### config.mk
export PLATFORM = sky130hd
export DESIGN_NAME = mcu_interrupt_logic
export DESIGN_NICKNAME = d
export VERILOG_FILES = /design/src/verilog/irq_pkg.sv /design/src/verilog/mcu_interrupt_logic.sv
export SDC_FILE = /design/constraint.sdc
export NUM_CORES = 1
export LEC_CHECK = 0
export ABC_CLOCK_PERIOD_IN_PS = 1860
export BUFFER_PORTS_ARGS = -buffer_cell sky130_fd_sc_hd__buf_2
export CORE_UTILIZATION = 50
export CTS_BUF_LIST = sky130_fd_sc_hd__clkbuf_4
export CTS_CLUSTER_SIZE = 30
export DETAILED_ROUTE_END_ITERATION = 16
export PLACE_DENSITY = 0.87
export SLEW_MARGIN = 20
export SYNTH_ARGS = -nofsm -noshare
export SYNTH_HDL_FRONTEND = slang
export SYNTH_SLANG_ARGS = --single-unit
### constraint.sdc
create_clock -name sys_clk -period 1.86 [get_ports sys_clk]
set_input_delay 0.093 -clock sys_clk [delete_from_list [all_inputs] [get_ports sys_clk]]
set_output_delay 0.093 -clock sys_clk [all_outputs]
set_load 0.005 [all_outputs]
### src/verilog/irq_pkg.sv
/*
   Shared constants for the interrupt logic: register indices, bit
   positions, reset values and the fixed vector.
   Assumes an Avalon-MM slave with 32-bit data and word addressing.
*/
package irq_pkg;
   // ==========================================================
   // register word addresses (byte address = 4 x index)
   localparam logic [3:0] ADDR_IRQ_CONTROL       = 4'h0;
   localparam logic [3:0] ADDR_PIN_CHANGE_SELECT = 4'h1;
   localparam logic [3:0] ADDR_PERIPH_FLAGS      = 4'h2;
   localparam logic [3:0] ADDR_PERIPH_ENABLES    = 4'h3;
   localparam logic [3:0] ADDR_OPTION            = 4'h4;
   localparam logic [3:0] ADDR_ANALOG_SELECT     = 4'h5;
   localparam logic [3:0] ADDR_STATUS            = 4'h6;
   // ==========================================================
   // irq_control bit positions
   localparam int BIT_GIE  = 7;
   localparam int BIT_PERIPHERAL_IRQ_ENABLE = 6;
   localparam int BIT_TIMER0_OVERFLOW_ENABLE = 5;
   localparam int BIT_EXT_PIN_IRQ_ENABLE = 4;
   localparam int BIT_PIN_CHANGE_IRQ_ENABLE = 3;
   localparam int BIT_TIMER0_OVERFLOW_FLAG = 2;
   localparam int BIT_EXT_PIN_IRQ_FLAG = 1;
   localparam int BIT_PIN_CHANGE_FLAG = 0;
   // option register: edge polarity
   localparam int BIT_EDGE_POL = 0;
   // periph flags: bit 4 unimplemented
   localparam logic [7:0] PERIPH_IMPL_MASK = 8'hEF;
   // ==========================================================
   localparam logic [7:0]  RESET_IRQ_CONTROL = 8'h00;
   localparam logic [7:0]  RESET_PIN_SELECT  = 8'h00;
   localparam logic [7:0]  RESET_PERIPH      = 8'h00;
   localparam logic [7:0]  RESET_OPTION      = 8'h01;
   localparam logic [7:0]  RESET_ANALOG      = 8'h00;
   localparam logic [12:0] IRQ_VECTOR        = 13'h0004;
   localparam logic [7:0]  TIMER0_MAX        = 8'hFF;
   localparam int          EXT_PIN_INDEX     = 2;
   localparam int          NUM_PINS          = 6;
endpackage

### src/verilog/mcu_interrupt_logic.sv
/*
   Interrupt logic of a small 8-bit controller: flags, enables, global
   enable, vectoring handshake with the core sequencer, sleep wake-up.
   Assumes a core that pulses irq_taken when it vectors and return_from_isr_exec
   on return from service; pins arrive asynchronously.
*/
//
// Notes on behaviour
// [RULE1]: global enable gates all enabled interrupts
// [RULE2]: reset clears global enable
// [RULE3]: service clears enable, pushes, vectors 0004h
// [RULE4]: return from service sets global enable
// [RULE5]: flags set regardless of any enable
// [RULE6]: blocked requests stay pending until reenabled
// [RULE7]: pin events serviced three or four cycles later
// [RULE8]: edge pin polarity selects rising or falling
// [RULE9]: pin enable gates; enabled edge wakes sleep
// [RULE10]: software clears flags before re-enabling
// [RULE11]: analog pins read zero, never interrupt
// [RULE12]: timer0 rollover sets flag bit 2
// [RULE13]: selected pin change sets change flag
// [RULE14]: change during port access may be lost
// [RULE15]: edge flag may set any phase
// [RULE16]: seven peripheral flags with matching enables
// [RULE17]: only return address saved on entry
// [RULE18]: enabled flag wakes sleep regardless of enable
// [RULE19]: peripheral enable gates peripheral flags
// [RULE20]: request is enable AND any flag pair
`timescale 1ns/1ps
module mcu_interrupt_logic
   import irq_pkg::*;
#(
   parameter int PC_WIDTH = 13
)
(
   input  wire logic                sys_clk,
   input  wire logic                reset_n,
   input  wire logic [3:0]          avs_address,
   input  wire logic                avs_read,
   input  wire logic                avs_write,
   input  wire logic [31:0]         avs_writedata,
   input  wire logic [3:0]          avs_byteenable,
   output      logic [31:0]         avs_readdata,
   output      logic                avs_waitrequest,
   input  wire logic [NUM_PINS-1:0] port_pins,
   input  wire logic                port_access,
   input  wire logic                timer0_rollover,
   input  wire logic [7:0]          periph_events,
   input  wire logic                irq_taken,
   input  wire logic                return_from_isr_exec,
   input  wire logic                gie_clear_exec,
   input  wire logic [PC_WIDTH-1:0] return_pc,
   input  wire logic                sleeping,
   output      logic                irq_request,
   output      logic                wake_up,
   output      logic                stack_push,
   output      logic [PC_WIDTH-1:0] push_data,
   output      logic [PC_WIDTH-1:0] vector_pc,
   output      logic [NUM_PINS-1:0] pin_read
);
   initial
   begin
      if (PC_WIDTH < 13 || PC_WIDTH > 16)
         $error("PC_WIDTH must be 13..16");
   end

   // ==========================================================
   // register storage
   logic [7:0] irq_control;
   logic [7:0] pin_change_select;
   logic [7:0] periph_irq_flags;
   logic [7:0] periph_irq_enables;
   logic [7:0] option_reg;
   logic [7:0] analog_select;

   typedef enum logic [1:0] {BUS_IDLE = 2'b00, BUS_ACK = 2'b01} bus_state_t;
   bus_state_t bus_state;

   logic bus_req;
   logic wr_fire;
   logic [7:0] wdata;
   assign bus_req = avs_read | avs_write;
   // one wait cycle then acknowledge
   assign avs_waitrequest = bus_req & (bus_state != BUS_ACK);
   assign wr_fire = avs_write & (bus_state == BUS_ACK);
   assign wdata = avs_writedata[7:0];

   always_ff @(posedge sys_clk or negedge reset_n)
   begin
      if (!reset_n)
         bus_state <= BUS_IDLE;
      else
      begin
         case (bus_state)
            BUS_IDLE: bus_state <= bus_req ? BUS_ACK : BUS_IDLE;
            BUS_ACK:  bus_state <= BUS_IDLE;
            default:  bus_state <= BUS_IDLE;
         endcase
      end
   end

   // ==========================================================
   // pin synchronisers
   logic [NUM_PINS-1:0] pin_meta;
   logic [NUM_PINS-1:0] pin_sync;
   logic [NUM_PINS-1:0] pin_prev;
   logic [NUM_PINS-1:0] pin_digital;
   always_ff @(posedge sys_clk or negedge reset_n)
   begin
      if (!reset_n)
      begin
         pin_meta <= '0;
         pin_sync <= '0;
         pin_prev <= '0;
      end
      else
      begin
         pin_meta <= port_pins;
         pin_sync <= pin_meta;
         pin_prev <= pin_digital;
      end
   end

   // analog pins forced low so they can make no edge or change
   genvar g;
   generate
      for (g = 0; g < NUM_PINS; g++)
      begin : g_pin
         assign pin_digital[g] = pin_sync[g] & ~analog_select[g]; // [RULE11]
      end
   endgenerate

   always_ff @(posedge sys_clk or negedge reset_n)
   begin
      if (!reset_n)
         pin_read <= '0;
      else
         pin_read <= pin_digital; // [RULE11]
   end

   logic ext_edge;
   logic pin_change;
   // flag may set in any cycle, not tied to an instruction phase
   assign ext_edge = option_reg[BIT_EDGE_POL] ?
                     (pin_digital[EXT_PIN_INDEX] & ~pin_prev[EXT_PIN_INDEX]) :
                     (~pin_digital[EXT_PIN_INDEX] & pin_prev[EXT_PIN_INDEX]); // [RULE8] [RULE15]
   // a change coinciding with a port access is dropped
   assign pin_change = (|((pin_digital ^ pin_prev) & pin_change_select[NUM_PINS-1:0]))
                       & ~port_access; // [RULE13] [RULE14]

   // ==========================================================
   // control register: events set flags, set wins over clear
   logic [7:0] ctl_write;
   logic       ctl_we;
   assign ctl_we = wr_fire & (avs_address == ADDR_IRQ_CONTROL) & avs_byteenable[0];
   assign ctl_write = ctl_we ? wdata : irq_control;

   always_ff @(posedge sys_clk or negedge reset_n)
   begin
      if (!reset_n)
         irq_control <= RESET_IRQ_CONTROL; // [RULE2]
      else
      begin
         irq_control <= ctl_write;
         if (irq_taken)
            irq_control[BIT_GIE] <= 1'b0; // [RULE3]
         else if (return_from_isr_exec)
            irq_control[BIT_GIE] <= 1'b1; // [RULE4]
         else if (gie_clear_exec)
            irq_control[BIT_GIE] <= 1'b0; // [RULE6]
         // flags set regardless of enables
         if (timer0_rollover)
            irq_control[BIT_TIMER0_OVERFLOW_FLAG] <= 1'b1; // [RULE5] [RULE12]
         if (ext_edge)
            irq_control[BIT_EXT_PIN_IRQ_FLAG] <= 1'b1; // [RULE5] [RULE8]
         if (pin_change)
            irq_control[BIT_PIN_CHANGE_FLAG] <= 1'b1; // [RULE5] [RULE13]
      end
   end

   // ==========================================================
   // other registers
   always_ff @(posedge sys_clk or negedge reset_n)
   begin
      if (!reset_n)
      begin
         pin_change_select  <= RESET_PIN_SELECT;
         periph_irq_enables <= RESET_PERIPH;
         option_reg         <= RESET_OPTION;
         analog_select      <= RESET_ANALOG;
      end
      else if (wr_fire && avs_byteenable[0])
      begin
         case (avs_address)
            ADDR_PIN_CHANGE_SELECT: pin_change_select  <= wdata & 8'h3F;
            ADDR_PERIPH_ENABLES:    periph_irq_enables <= wdata & PERIPH_IMPL_MASK; // [RULE16]
            ADDR_OPTION:            option_reg         <= wdata & 8'h01;
            ADDR_ANALOG_SELECT:     analog_select      <= wdata & 8'h3F;
            default:                option_reg         <= option_reg;
         endcase
      end
   end

   always_ff @(posedge sys_clk or negedge reset_n)
   begin
      if (!reset_n)
         periph_irq_flags <= RESET_PERIPH;
      else
      begin
         if (wr_fire && avs_byteenable[0] && avs_address == ADDR_PERIPH_FLAGS)
            periph_irq_flags <= (wdata | periph_events) & PERIPH_IMPL_MASK; // [RULE5] [RULE16]
         else
            periph_irq_flags <= (periph_irq_flags | periph_events) & PERIPH_IMPL_MASK; // [RULE5]
      end
   end

   // ==========================================================
   // request combination
   logic periph_pending;
   logic any_pending;
   assign periph_pending = (|(periph_irq_flags & periph_irq_enables))
                           & irq_control[BIT_PERIPHERAL_IRQ_ENABLE]; // [RULE19]
   assign any_pending = periph_pending
                      | (irq_control[BIT_TIMER0_OVERFLOW_FLAG] & irq_control[BIT_TIMER0_OVERFLOW_ENABLE]) // [RULE12]
                      | (irq_control[BIT_EXT_PIN_IRQ_FLAG] & irq_control[BIT_EXT_PIN_IRQ_ENABLE]) // [RULE9]
                      | (irq_control[BIT_PIN_CHANGE_FLAG] & irq_control[BIT_PIN_CHANGE_IRQ_ENABLE]);
   // flags stay set while blocked, so requests resume when re-enabled
   // registered: pin edge -> sync(2) -> flag -> request gives the 3-4 cycle latency
   always_ff @(posedge sys_clk or negedge reset_n)
   begin
      if (!reset_n)
      begin
         irq_request <= 1'b0;
         wake_up     <= 1'b0;
      end
      else
      begin
         irq_request <= irq_control[BIT_GIE] & any_pending & ~gie_clear_exec
                        & ~irq_taken; // [RULE1] [RULE20] [RULE6] [RULE7]
         wake_up     <= sleeping & any_pending; // [RULE18] [RULE9]
      end
   end

   // only the return address goes on the stack
   always_ff @(posedge sys_clk or negedge reset_n)
   begin
      if (!reset_n)
      begin
         stack_push <= 1'b0;
         push_data  <= '0;
      end
      else
      begin
         stack_push <= irq_taken; // [RULE3] [RULE17]
         if (irq_taken)
            push_data <= return_pc; // [RULE17]
      end
   end
   assign vector_pc = PC_WIDTH'(IRQ_VECTOR); // [RULE3]

   // ==========================================================
   // read mux
   always_ff @(posedge sys_clk or negedge reset_n)
   begin
      if (!reset_n)
         avs_readdata <= '0;
      else if (avs_read && bus_state == BUS_IDLE)
      begin
         case (avs_address)
            ADDR_IRQ_CONTROL:       avs_readdata <= {24'h000000, irq_control};
            ADDR_PIN_CHANGE_SELECT: avs_readdata <= {24'h000000, pin_change_select};
            ADDR_PERIPH_FLAGS:      avs_readdata <= {24'h000000, periph_irq_flags};
            ADDR_PERIPH_ENABLES:    avs_readdata <= {24'h000000, periph_irq_enables};
            ADDR_OPTION:            avs_readdata <= {24'h000000, option_reg};
            ADDR_ANALOG_SELECT:     avs_readdata <= {24'h000000, analog_select};
            ADDR_STATUS:            avs_readdata <= {24'h000000, 2'b00, pin_read};
            default:                avs_readdata <= 32'h00000000;
         endcase
      end
   end

   // ==========================================================
   // checks
   property p_gie_reset; // [RULE2]
      @(posedge sys_clk) $rose(reset_n) |-> !irq_control[BIT_GIE];
   endproperty
   a_gie_reset: assert property (p_gie_reset) else $error("gie not clear after reset"); // [RULE2]

   property p_taken_clears; // [RULE3]
      @(posedge sys_clk) disable iff (!reset_n) irq_taken |=> !irq_control[BIT_GIE] && stack_push;
   endproperty
   a_taken_clears: assert property (p_taken_clears) else $error("service did not clear gie"); // [RULE3]

   property p_return_from_isr_sets; // [RULE4]
      @(posedge sys_clk) disable iff (!reset_n) (return_from_isr_exec && !irq_taken) |=> irq_control[BIT_GIE];
   endproperty
   a_return_from_isr_sets: assert property (p_return_from_isr_sets) else $error("return did not set gie"); // [RULE4]

   property p_t0_flag; // [RULE12]
      @(posedge sys_clk) disable iff (!reset_n) timer0_rollover |=> irq_control[BIT_TIMER0_OVERFLOW_FLAG];
   endproperty
   a_t0_flag: assert property (p_t0_flag) else $error("timer0 flag not set"); // [RULE12]

   property p_periph_flag; // [RULE5]
      @(posedge sys_clk) disable iff (!reset_n) periph_events[0] |=> periph_irq_flags[0];
   endproperty
   a_periph_flag: assert property (p_periph_flag) else $error("peripheral flag lost"); // [RULE5]

   property p_gie_gates; // [RULE1]
      @(posedge sys_clk) disable iff (!reset_n) !irq_control[BIT_GIE] |=> !irq_request;
   endproperty
   a_gie_gates: assert property (p_gie_gates) else $error("request with gie clear"); // [RULE1]

   property p_request_pending; // [RULE20]
      @(posedge sys_clk) disable iff (!reset_n)
         (irq_control[BIT_GIE] && any_pending && !gie_clear_exec && !irq_taken) |=> irq_request;
   endproperty
   a_request_pending: assert property (p_request_pending) else $error("pending request missed"); // [RULE20]

   property p_peripheral_irq_enable_gates; // [RULE19]
      @(posedge sys_clk) disable iff (!reset_n)
         (!irq_control[BIT_PERIPHERAL_IRQ_ENABLE] && irq_control[5:3] == 3'b000) |=> !irq_request;
   endproperty
   a_peripheral_irq_enable_gates: assert property (p_peripheral_irq_enable_gates) else $error("peripheral leaked past enable"); // [RULE19]

   property p_edge_latency; // [RULE7]
      @(posedge sys_clk) disable iff (!reset_n)
         ext_edge |=> irq_control[BIT_EXT_PIN_IRQ_FLAG];
   endproperty
   a_edge_latency: assert property (p_edge_latency) else $error("edge flag late"); // [RULE7]

   property p_wake; // [RULE18]
      @(posedge sys_clk) disable iff (!reset_n) (sleeping && any_pending) |=> wake_up;
   endproperty
   a_wake: assert property (p_wake) else $error("no wake on pending"); // [RULE18]

   property p_gie_clear_blocks;
      @(posedge sys_clk) disable iff (!reset_n) gie_clear_exec |=> !irq_request;
   endproperty
   a_gie_clear_blocks: assert property (p_gie_clear_blocks) else $error("request after gie clear"); // [RULE6]

   property p_flag_held;
      @(posedge sys_clk) disable iff (!reset_n) (irq_control[BIT_TIMER0_OVERFLOW_FLAG] && !ctl_we) |=> irq_control[BIT_TIMER0_OVERFLOW_FLAG];
   endproperty
   a_flag_held: assert property (p_flag_held) else $error("pending flag dropped"); // [RULE6]

   property p_analog_quiet;
      @(posedge sys_clk) disable iff (!reset_n) 1'b1 |=> ((pin_read & $past(analog_select[NUM_PINS-1:0])) == '0);
   endproperty
   a_analog_quiet: assert property (p_analog_quiet) else $error("analog pin reads high"); // [RULE11]

   property p_change_dropped;
      @(posedge sys_clk) disable iff (!reset_n)
         (port_access && !irq_control[BIT_PIN_CHANGE_FLAG] && !ctl_we) |=> !irq_control[BIT_PIN_CHANGE_FLAG];
   endproperty
   a_change_dropped: assert property (p_change_dropped) else $error("change flag set during access"); // [RULE14]

   property p_push_data;
      @(posedge sys_clk) disable iff (!reset_n) irq_taken |=> (push_data == $past(return_pc));
   endproperty
   a_push_data: assert property (p_push_data) else $error("wrong return address pushed"); // [RULE17]

   property p_push_only_taken;
      @(posedge sys_clk) disable iff (!reset_n) !irq_taken |=> !stack_push;
   endproperty
   a_push_only_taken: assert property (p_push_only_taken) else $error("push without service"); // [RULE17]

   property p_wake_quiet;
      @(posedge sys_clk) disable iff (!reset_n) !sleeping |=> !wake_up;
   endproperty
   a_wake_quiet: assert property (p_wake_quiet) else $error("wake while awake"); // [RULE18]

   property p_idle_no_wait;
      @(posedge sys_clk) disable iff (!reset_n) !bus_req |-> !avs_waitrequest;
   endproperty
   a_idle_no_wait: assert property (p_idle_no_wait) else $error("waitrequest while idle");
endmodule

After elaboration in Yosys (flattened, before gate mapping)
Cells that the tools add are included.
W data, S select, Z words.

storage, ports and cells
  register bits = 104
  input port bits = 77
  output and inout port bits = 68
  logic and storage cells = 95

operators by class
  eq/ne operators = 8
  mux-type cells = 12
  bitwise operators = 41
  reductions and logical operators = 15

operators with widths
  kind                  number
  $pmux W8 S7           1
  $and A1 B1 Y1         21
  $mux W8               2
  $or A8 B8 Y8          2
  $eq A4 B3 Y1 const B  3
  $not A1 Y1            11
  $and A8 B8 Y8         1
  $eq A4 B2 Y1 const B  2
  $mux W1               8
  $reduce_and A2 Y1     4
  $reduce_or A8 Y1      1
  $and A6 B6 Y6         1
  $reduce_bool A2 Y1    3
  $reduce_or A6 Y1      1
  $xor A6 B6 Y6         1
  $eq A4 B1 Y1 const B  1
  $logic_not A4 Y1      1
  $or A1 B1 Y1          4
  $reduce_bool A4 Y1    1
  $logic_and A1 B1 Y1   3
  $eq A2 B1 Y1 const B  1
  $logic_not A2 Y1      1
  $mux W2               1
  $ne A2 B1 Y1 const B  1

Logic depth before layout (Yosys ltp)
Gate-level depths: netlist of run 1.

  word-level depth = 9
  mapped depth = 6
  mapped depth without buffers = 6

Worst setup path after synthesis of run 1
No wires, ideal clock.

  kind = register to register
  start = reg bus_state[0]
  end = reg irq_control[7]
  library setup time = 0.121 ns
  arrival = 1.252 ns
  data required time = 1.739 ns
  setup slack = 0.486 ns
  stages on the path, launching flop included = 5
  path buffers = 0
  period minus slack after synthesis = 1.374 ns
  cell sequence = dfrtp_1 and3_1 nand3_4 mux2_1 a22o_1

between the ends
  cells in the longest elaborated chain, start to end = 5

RTL lines
  what                          RTL line                    source
  from (decl)                   mcu_interrupt_logic.sv:77   bus_state_t bus_state;
  from (signal assigned)        mcu_interrupt_logic.sv:95   BUS_IDLE: bus_state <= bus_req ? BUS_ACK : BUS_IDLE;
  $eq A2 B1 Y1                  mcu_interrupt_logic.sv:85   assign wr_fire = avs_write & (bus_state == BUS_ACK);
  $and A1 B1 Y1                 mcu_interrupt_logic.sv:85
  $and A1 B1 Y1 (2 in series)   mcu_interrupt_logic.sv:155  assign ctl_we = wr_fire & (avs_address == ADDR_IRQ_CONTROL) & avs_byteenable[0];
  $reduce_bool A4 Y1 (no line)  -
  to (signal assigned)          mcu_interrupt_logic.sv:164  irq_control <= ctl_write;
  to (decl)                     mcu_interrupt_logic.sv:69   logic [7:0] irq_control;

Every way passes these cells.
A chain may end at the register's enable or synchronous reset.

Worst setup path after layout of run 1
  start = in avs_read
  end = out avs_waitrequest

between the ends
  cells in the longest elaborated chain, start to end = 2

RTL lines
  what           RTL line                   source
  from (decl)    mcu_interrupt_logic.sv:39  input wire logic avs_read,
  $or A1 B1 Y1   mcu_interrupt_logic.sv:82  assign bus_req = avs_read | avs_write;
  $and A1 B1 Y1  mcu_interrupt_logic.sv:84  assign avs_waitrequest = bus_req & (bus_state != BUS_ACK);
  to (decl)      mcu_interrupt_logic.sv:44  output logic avs_waitrequest,

Every way passes these cells.

==> results of run 1 <==
==> per-layer routing <==
metal / track usage (%) / share of wire (%)
met3: 4.34 / 7.2
met4: 13.0 / 3.2
met5: 0 / 0
met2: 41.2 / 51
met1: 29.7 / 38
==> repair_timing <==
item / CTS / global route
setup buffers: 0 / 0
hold endpoints to repair: 133 / 0
hold buffers: 43 / 0
==> layout make-up <==
cell class                 count  area, um2  area share (%)
clock buffer                   9       67.6            1.46
inverter                      11       41.3           0.894
clock inverter                 7       88.8            1.92
timing repair buffer         127        878            19.0
sequential                    78       1950            42.3
multi-input combinational    196       1470            31.8
tap                           96        120            2.60
==> where the power goes <==
group,switching [mW],internal [mW]
Sequential,0.118,1.85
Combinational,0.284,0.315
Clock,0.599,0.535
==> final timing paths <==
| check | startpoint | endpoint | slack, ns | depth (start not counted) |
|---|---|---|---|---|
| worst max register to register | bus_state[0]$_DFF_PN0_ | periph_irq_enables[3]$_DFFE_PN0P_ | 0.23 | 3 |
| worst max-delay path | avs_read | avs_waitrequest | 0.22 | 6 |
| worst min register to register | pin_meta[2]$_DFF_PN0_ | pin_sync[2]$_DFF_PN0_ | 0.36 | 0 |
| min in group asynchronous | reset_n | push_data[11]$_DFFE_PN0P_ | 0.14 | 2 |
| max in group asynchronous | reset_n | avs_readdata[1]$_DFFE_PN0P_ | 1.17 | 3 |
| worst min-delay path | avs_address[3] | avs_readdata[0]$_DFFE_PN0P_ | 0.06 | 4 |
==> kinds of logic after synthesis <==
| family | after synthesis | share of synthesized area, % |
|---|---|---|
| AO/OA/AOI/OAI | 43 | 8.96 |
| XOR/XNOR | 1 | 0.239 |
| adder cells (fa/ha/maj) | 2 | 0.684 |
| buffers and inverters | 57 | 10.1 |
| flip-flops | 78 | 53.4 |
| multiplexers | 52 | 16.6 |
| other | 2 | 0.205 |
| AND/OR/NAND/NOR | 61 | 9.92 |
==> stage by stage <==
| stage | util [%] | std cells |
|---|---|---|
| after floorplan | - | 331 |
| after global placement | 58.1 | 465 |
| after detailed placement | 58.1 | 465 |
| after CTS | 66.5 | 524 |
| after global routing | 66.5 | 524 |
| final | 66.5 | 524 |
==> cell usage in the layout, fill, tap and decap left out, types with 6 or more instances in the layout <==
| cell | Yosys | final |
|---|---|---|
| a211o_1 | 8 | 8 |
| a22o_1 | 9 | 9 |
| a22oi_1 | 6 | 6 |
| buf_2 | 6 | 78 |
| clkbuf_4 | 0 | 9 |
| conb_1 | 2 | 37 |
| dfrtp_1 | 77 | 77 |
| dlygate4sd3_1 | 0 | 43 |
| inv_1 | 11 | 11 |
| mux2_1 | 34 | 34 |
| mux2i_1 | 11 | 11 |
| nand2_1 | 16 | 16 |
| nor2_1 | 12 | 12 |
| nor2b_1 | 7 | 7 |
| o21ai_1 | 7 | 7 |
==> worst max-delay path, stage by stage <==
cell,delay [ns]
dlygate4sd3_1,0.51
buf_2,0.11
nor2_1,0.03
dlygate4sd3_1,0.55
nor2_1,0.11
buf_2,0.13
==> flow_metrics.env, run 1 <==
export IMPL_hp_class="in2reg"
export IMPL_dp_slack_ns=0.249
export IMPL_avgSynthCellArea_um2=12.4
export IMPL_cts_buffers_inserted=9
export IMPL_p_total_mw=3.70
export IMPL_yosysTopAreaCellShare_pct=52.7
export IMPL_syn_area_um2=3660
export IMPL_fmax_mhz=611
export IMPL_firstDrtPassIters=4
export IMPL_reg_largest_list="push_data (13), avs_readdata (8), irq_control (8)"
export IMPL_seq_area_frac_synth_pct=53.4
export IMPL_fin_skew_ns=0.00585
export IMPL_vias=2796
export IMPL_area_growth_syn_to_layout_pct=26.2
export IMPL_setup_violations=0
export IMPL_tightest_slew_ns=0.618
export IMPL_synth_common_cells="dfrtp_1, buf_4, mux2_1, nand2_1, nor2_1"
export IMPL_yosys_area_top_type="dfrtp_1"
export IMPL_fillers=520
export IMPL_dieArea_um2=7660
export IMPL_first_global_vias=2828
export IMPL_final_cell_area_um2=4620
export IMPL_antenna_cells=0
export IMPL_critPathRequiredTime_ns=1.77
export IMPL_critPathLaunchType="input pin"
export IMPL_cts_tree="built"
export IMPL_maxCapViolCount=0
export IMPL_fin_crit_ns=1.64
export IMPL_synth_edf_count=0
export IMPL_crit_fanout=2
export IMPL_outcome="complete, no violations"
export IMPL_core_area_um2=6940
export IMPL_top_register="push_data"
export IMPL_synth_distinct_cells=44
export IMPL_clk_insertion_delay_late_ns=0.42
export IMPL_antenna_found_initial=0
export IMPL_synthArstFlopShare_pct=100
export IMPL_place_hpwl_mm=5.83
export IMPL_die_x_um=87.5
export IMPL_cts_resized=0
export IMPL_rsz0062_at_grt="false"
export IMPL_tns_ns=0
export IMPL_clk_path_buf_depth=2
export IMPL_cp_arrival_ns=1.54
export IMPL_yosysMostFrequentCell="dfrtp_1"
export IMPL_routed_via_density=5.34
export IMPL_clk_pin_slew_worst_paths_ns=0.12
export IMPL_grt_pass1_wl_mm=13.7
export IMPL_largest_reg_flops=13
export IMPL_grt_total_usage_pct=24.3
export IMPL_clock_sinks=78
export IMPL_ys_flop_type="dfrtp_1"
export IMPL_grt_max_degree=34
export IMPL_finalCritPeriodShare_pct=87.9
export IMPL_slew_headroom_pct=58.5
export IMPL_antenna_left=0
export IMPL_drive_gt1_share_pct=26.6
export IMPL_critPathKind="in2out"
export IMPL_ir_drop_mv=0.458
export IMPL_wl_per_cell_um=16.3
export IMPL_cellPowerDensity_nw_per_um2=802
export IMPL_synth_area_leaders="dfrtp_1, mux2_1, buf_4, mux2i_1, a22o_1"
export IMPL_gp_congestion=0.888
export IMPL_io_buffers=79
export IMPL_end_kind="output pin"
export IMPL_postSynthCellCount=296
export IMPL_finalHoldViolations=0
export IMPL_finalMaxSlewViolations=0
export IMPL_gr_total_overflow=0
export IMPL_worst_hold_slack_ns=0.0625
export IMPL_layout_setup_ws_ns=0.225
export IMPL_fp_dieH_um=87.5
export IMPL_fp_row_count=30
export IMPL_routed_wl_mm=8.53
export IMPL_htree_levels=3
export IMPL_start_util_pct=52.7
export IMPL_clock_root_buffer="clkbuf_4"
export IMPL_drt_iter0_markers=179
export IMPL_io_pins=145
export IMPL_drc=0
export IMPL_fin_nets=502
export IMPL_p_leak_nw=2.27
export IMPL_yosys_warnings=0
export IMPL_placed_area_um2=4030
export IMPL_yosys_register_bits=78
Power figures use the tool's default switching activity.
==> run 2: changes to the inputs <==
MAX_ROUTING_LAYER = met4   (was default)
==> run 2 against run 1 <==
Setup slack better by 0.00063 ns; non-clock buffer count stayed put; count of clock-buffer cells in the layout stayed put; via count is 1.4% lower; core utilization stayed put; total power is 0.17% lower; first-iteration DRC count is 9.5% lower; critical path depth stayed put; routed wire length is 1.2% lower; global-route usage is 0.81 points higher; critical path type unchanged; largest cell class unchanged; highest routed layer unchanged.
==> flow_metrics.env, run 2 (same netlist as run 1, synthesis figures left out) <==
export IMPL_outcome="complete, no violations"
export IMPL_finalCritPeriodShare_pct=87.9
export IMPL_core_area_um2=6940
export IMPL_cp_endpoint="avs_waitrequest"
export IMPL_grt_pass1_wl_mm=13.7
export IMPL_cts_resized=0
export IMPL_drive_gt1_share_pct=26.6
export IMPL_maxCapViolCount=0
export IMPL_largest_reg_flops=13
export IMPL_fp_row_count=30
export IMPL_tightest_slew_ns=0.626
export IMPL_placed_cells=465
export IMPL_dieArea_um2=7660
export IMPL_routed_via_density=5.26
export IMPL_reg2reg_from="bus_state[0]$_DFF_PN0_"
export IMPL_startpoint="avs_read"
export IMPL_htree_levels=3
export IMPL_finalMaxSlewViolations=0
export IMPL_fillers=520
export IMPL_routed_wl_mm=8.43
export IMPL_drc=0
export IMPL_fin_cells=524
export IMPL_r2r_end="periph_irq_enables[3]$_DFFE_PN0P_"
export IMPL_start_util_pct=52.7
export IMPL_finalHoldViolations=0
export IMPL_cellPowerDensity_nw_per_um2=800
export IMPL_clk_pin_slew_worst_paths_ns=0.12
export IMPL_register_area_um2=1950
export IMPL_final_common_cell="buf_2"
export IMPL_tns_ns=0
export IMPL_firstDrtPassIters=4
export IMPL_postCtsSetupBuffers=0
export IMPL_slew_headroom_pct=57.9
export IMPL_cts_buffers_inserted=9
export IMPL_reg2reg_depth=3
export IMPL_clock_root_buffer="clkbuf_4"
export IMPL_grt_max_degree=34
export IMPL_antenna_left=0
export IMPL_crit_slowest_cell="dlygate4sd3_1"
export IMPL_fin_crit_ns=1.63
export IMPL_fmax_mhz=612
export IMPL_gp_congestion=0.903
export IMPL_gr_total_overflow=0
export IMPL_multi_input_area_um2=1470
export IMPL_crit_fanout=2
export IMPL_ir_drop_mv=0.457
export IMPL_clk_insertion_delay_late_ns=0.42
export IMPL_cp_arrival_ns=1.54
export IMPL_antenna_found_initial=0
export IMPL_fin_nets=502
export IMPL_final_cell_area_um2=4620
export IMPL_io_buffers=79
export IMPL_p_leak_nw=2.27
export IMPL_clk_path_buf_depth=2
export IMPL_grt_total_usage_pct=25.1
export IMPL_max_stage_delay_ns=0.55
export IMPL_place_hpwl_mm=5.83
export IMPL_crit_chain="dlygate4sd3_1, buf_2, nor2_1, dlygate4sd3_1, nor2_1, buf_2"
export IMPL_drt_iter0_markers=162
export IMPL_die_x_um=87.5
export IMPL_clock_sinks=78
export IMPL_critPathRequiredTime_ns=1.77
export IMPL_antenna_cells=0
export IMPL_fp_dieH_um=87.5
export IMPL_area_growth_syn_to_layout_pct=26.2
export IMPL_io_pins=145
export IMPL_wl_per_cell_um=16.1
export IMPL_rsz0062_at_grt="false"
export IMPL_first_global_vias=2832
export IMPL_critPathLaunchType="input pin"
export IMPL_end_kind="output pin"
export IMPL_layout_common_cells="buf_2, dfrtp_1, dlygate4sd3_1, conb_1, mux2_1"
export IMPL_r2r_slack_ns=0.24
export IMPL_critPathKind="in2out"
export IMPL_top_register="push_data"
export IMPL_hp_class="in2reg"
export IMPL_placed_area_um2=4030
export IMPL_worst_hold_slack_ns=0.0637
export IMPL_setup_violations=0
export IMPL_cts_tree="built"
export IMPL_vias=2758
export IMPL_reg_largest_list="push_data (13), avs_readdata (8), irq_control (8)"
export IMPL_fin_skew_ns=0.00718
-- run 2: cell counts in the layout (fill, tap and decap cells not counted) --
No cell type changed its count.
-- run 2: worst min-delay path by stage --
| stage | startpoint | endpoint | slack, ns | depth (start not counted) |
|---|---|---|---|---|
| 3_3_place_gp | reset_n | push_data[5]$_DFFE_PN0P_ | 0.06 | 1 |
| 6_report | avs_address[3] | avs_readdata[0]$_DFFE_PN0P_ | 0.06 | 4 |
| 3_5_place_dp | reset_n | push_data[4]$_DFFE_PN0P_ | 0.07 | 1 |
| 5_1_grt | avs_address[3] | avs_readdata[0]$_DFFE_PN0P_ | 0.08 | 4 |
| 4_1_cts | avs_address[3] | avs_readdata[0]$_DFFE_PN0P_ | 0.04 | 4 |
| 2_1_floorplan | reset_n | analog_select[0]$_DFFE_PN0P_ | -0.20 | 0 |
-- run 2: cell type report --
class                   instances  share of cell area [%]
flip-flops and latches         78                    42.3
repair buffers                127                    19.0
clock buffers                   9                    1.46
inverters                      11                   0.894
well taps                      96                    2.60
multi-input cells             196                    31.8
clock inverters                 7                    1.92
-- run 2: critical path, delay by kind of cell --
| kind | cells | cell delay [ns] |
|---|---|---|
| simple gates | 2 | 0.14 |
| buf+inv | 4 | 1.30 |
-- run 2: layer usage --
layer / part of all wire, % / vias up / global-route usage, %
met1: 40 / 1367 / 30.0
li1: - / 1227 / -
met2: 51 / 136 / 41.1
met3: 6.0 / 28 / 4.15
met5: 0 / - / -
met4: 3.0 / 0 / 13.0
-- run 2: report_power, final --
part           internal, mW  switching [mW]
logic                 0.315           0.282
clock network         0.535           0.595
registers              1.85           0.117
total                  2.70           0.994
-- run 2: metrics by stage --
| stage | util (%) | setup WS, ns | power (mW) |
|---|---|---|---|
| after floorplan | - | 0.486 | 2.31 |
| after CTS | 66.5 | 0.225 | 3.70 |
| after global routing | 66.5 | 0.147 | 3.87 |
| final | 66.5 | 0.225 | 3.70 |
| after detailed placement | 58.1 | 0.249 | 2.52 |
| after global placement | 58.1 | 0.295 | 2.48 |
-- run 2: repair_timing --
| item | in CTS | in global routing |
|---|---|---|
| hold endpoints to repair | 133 | 0 |
| hold buffers | 43 | 0 |
| setup endpoints to repair | 0 | 0 |
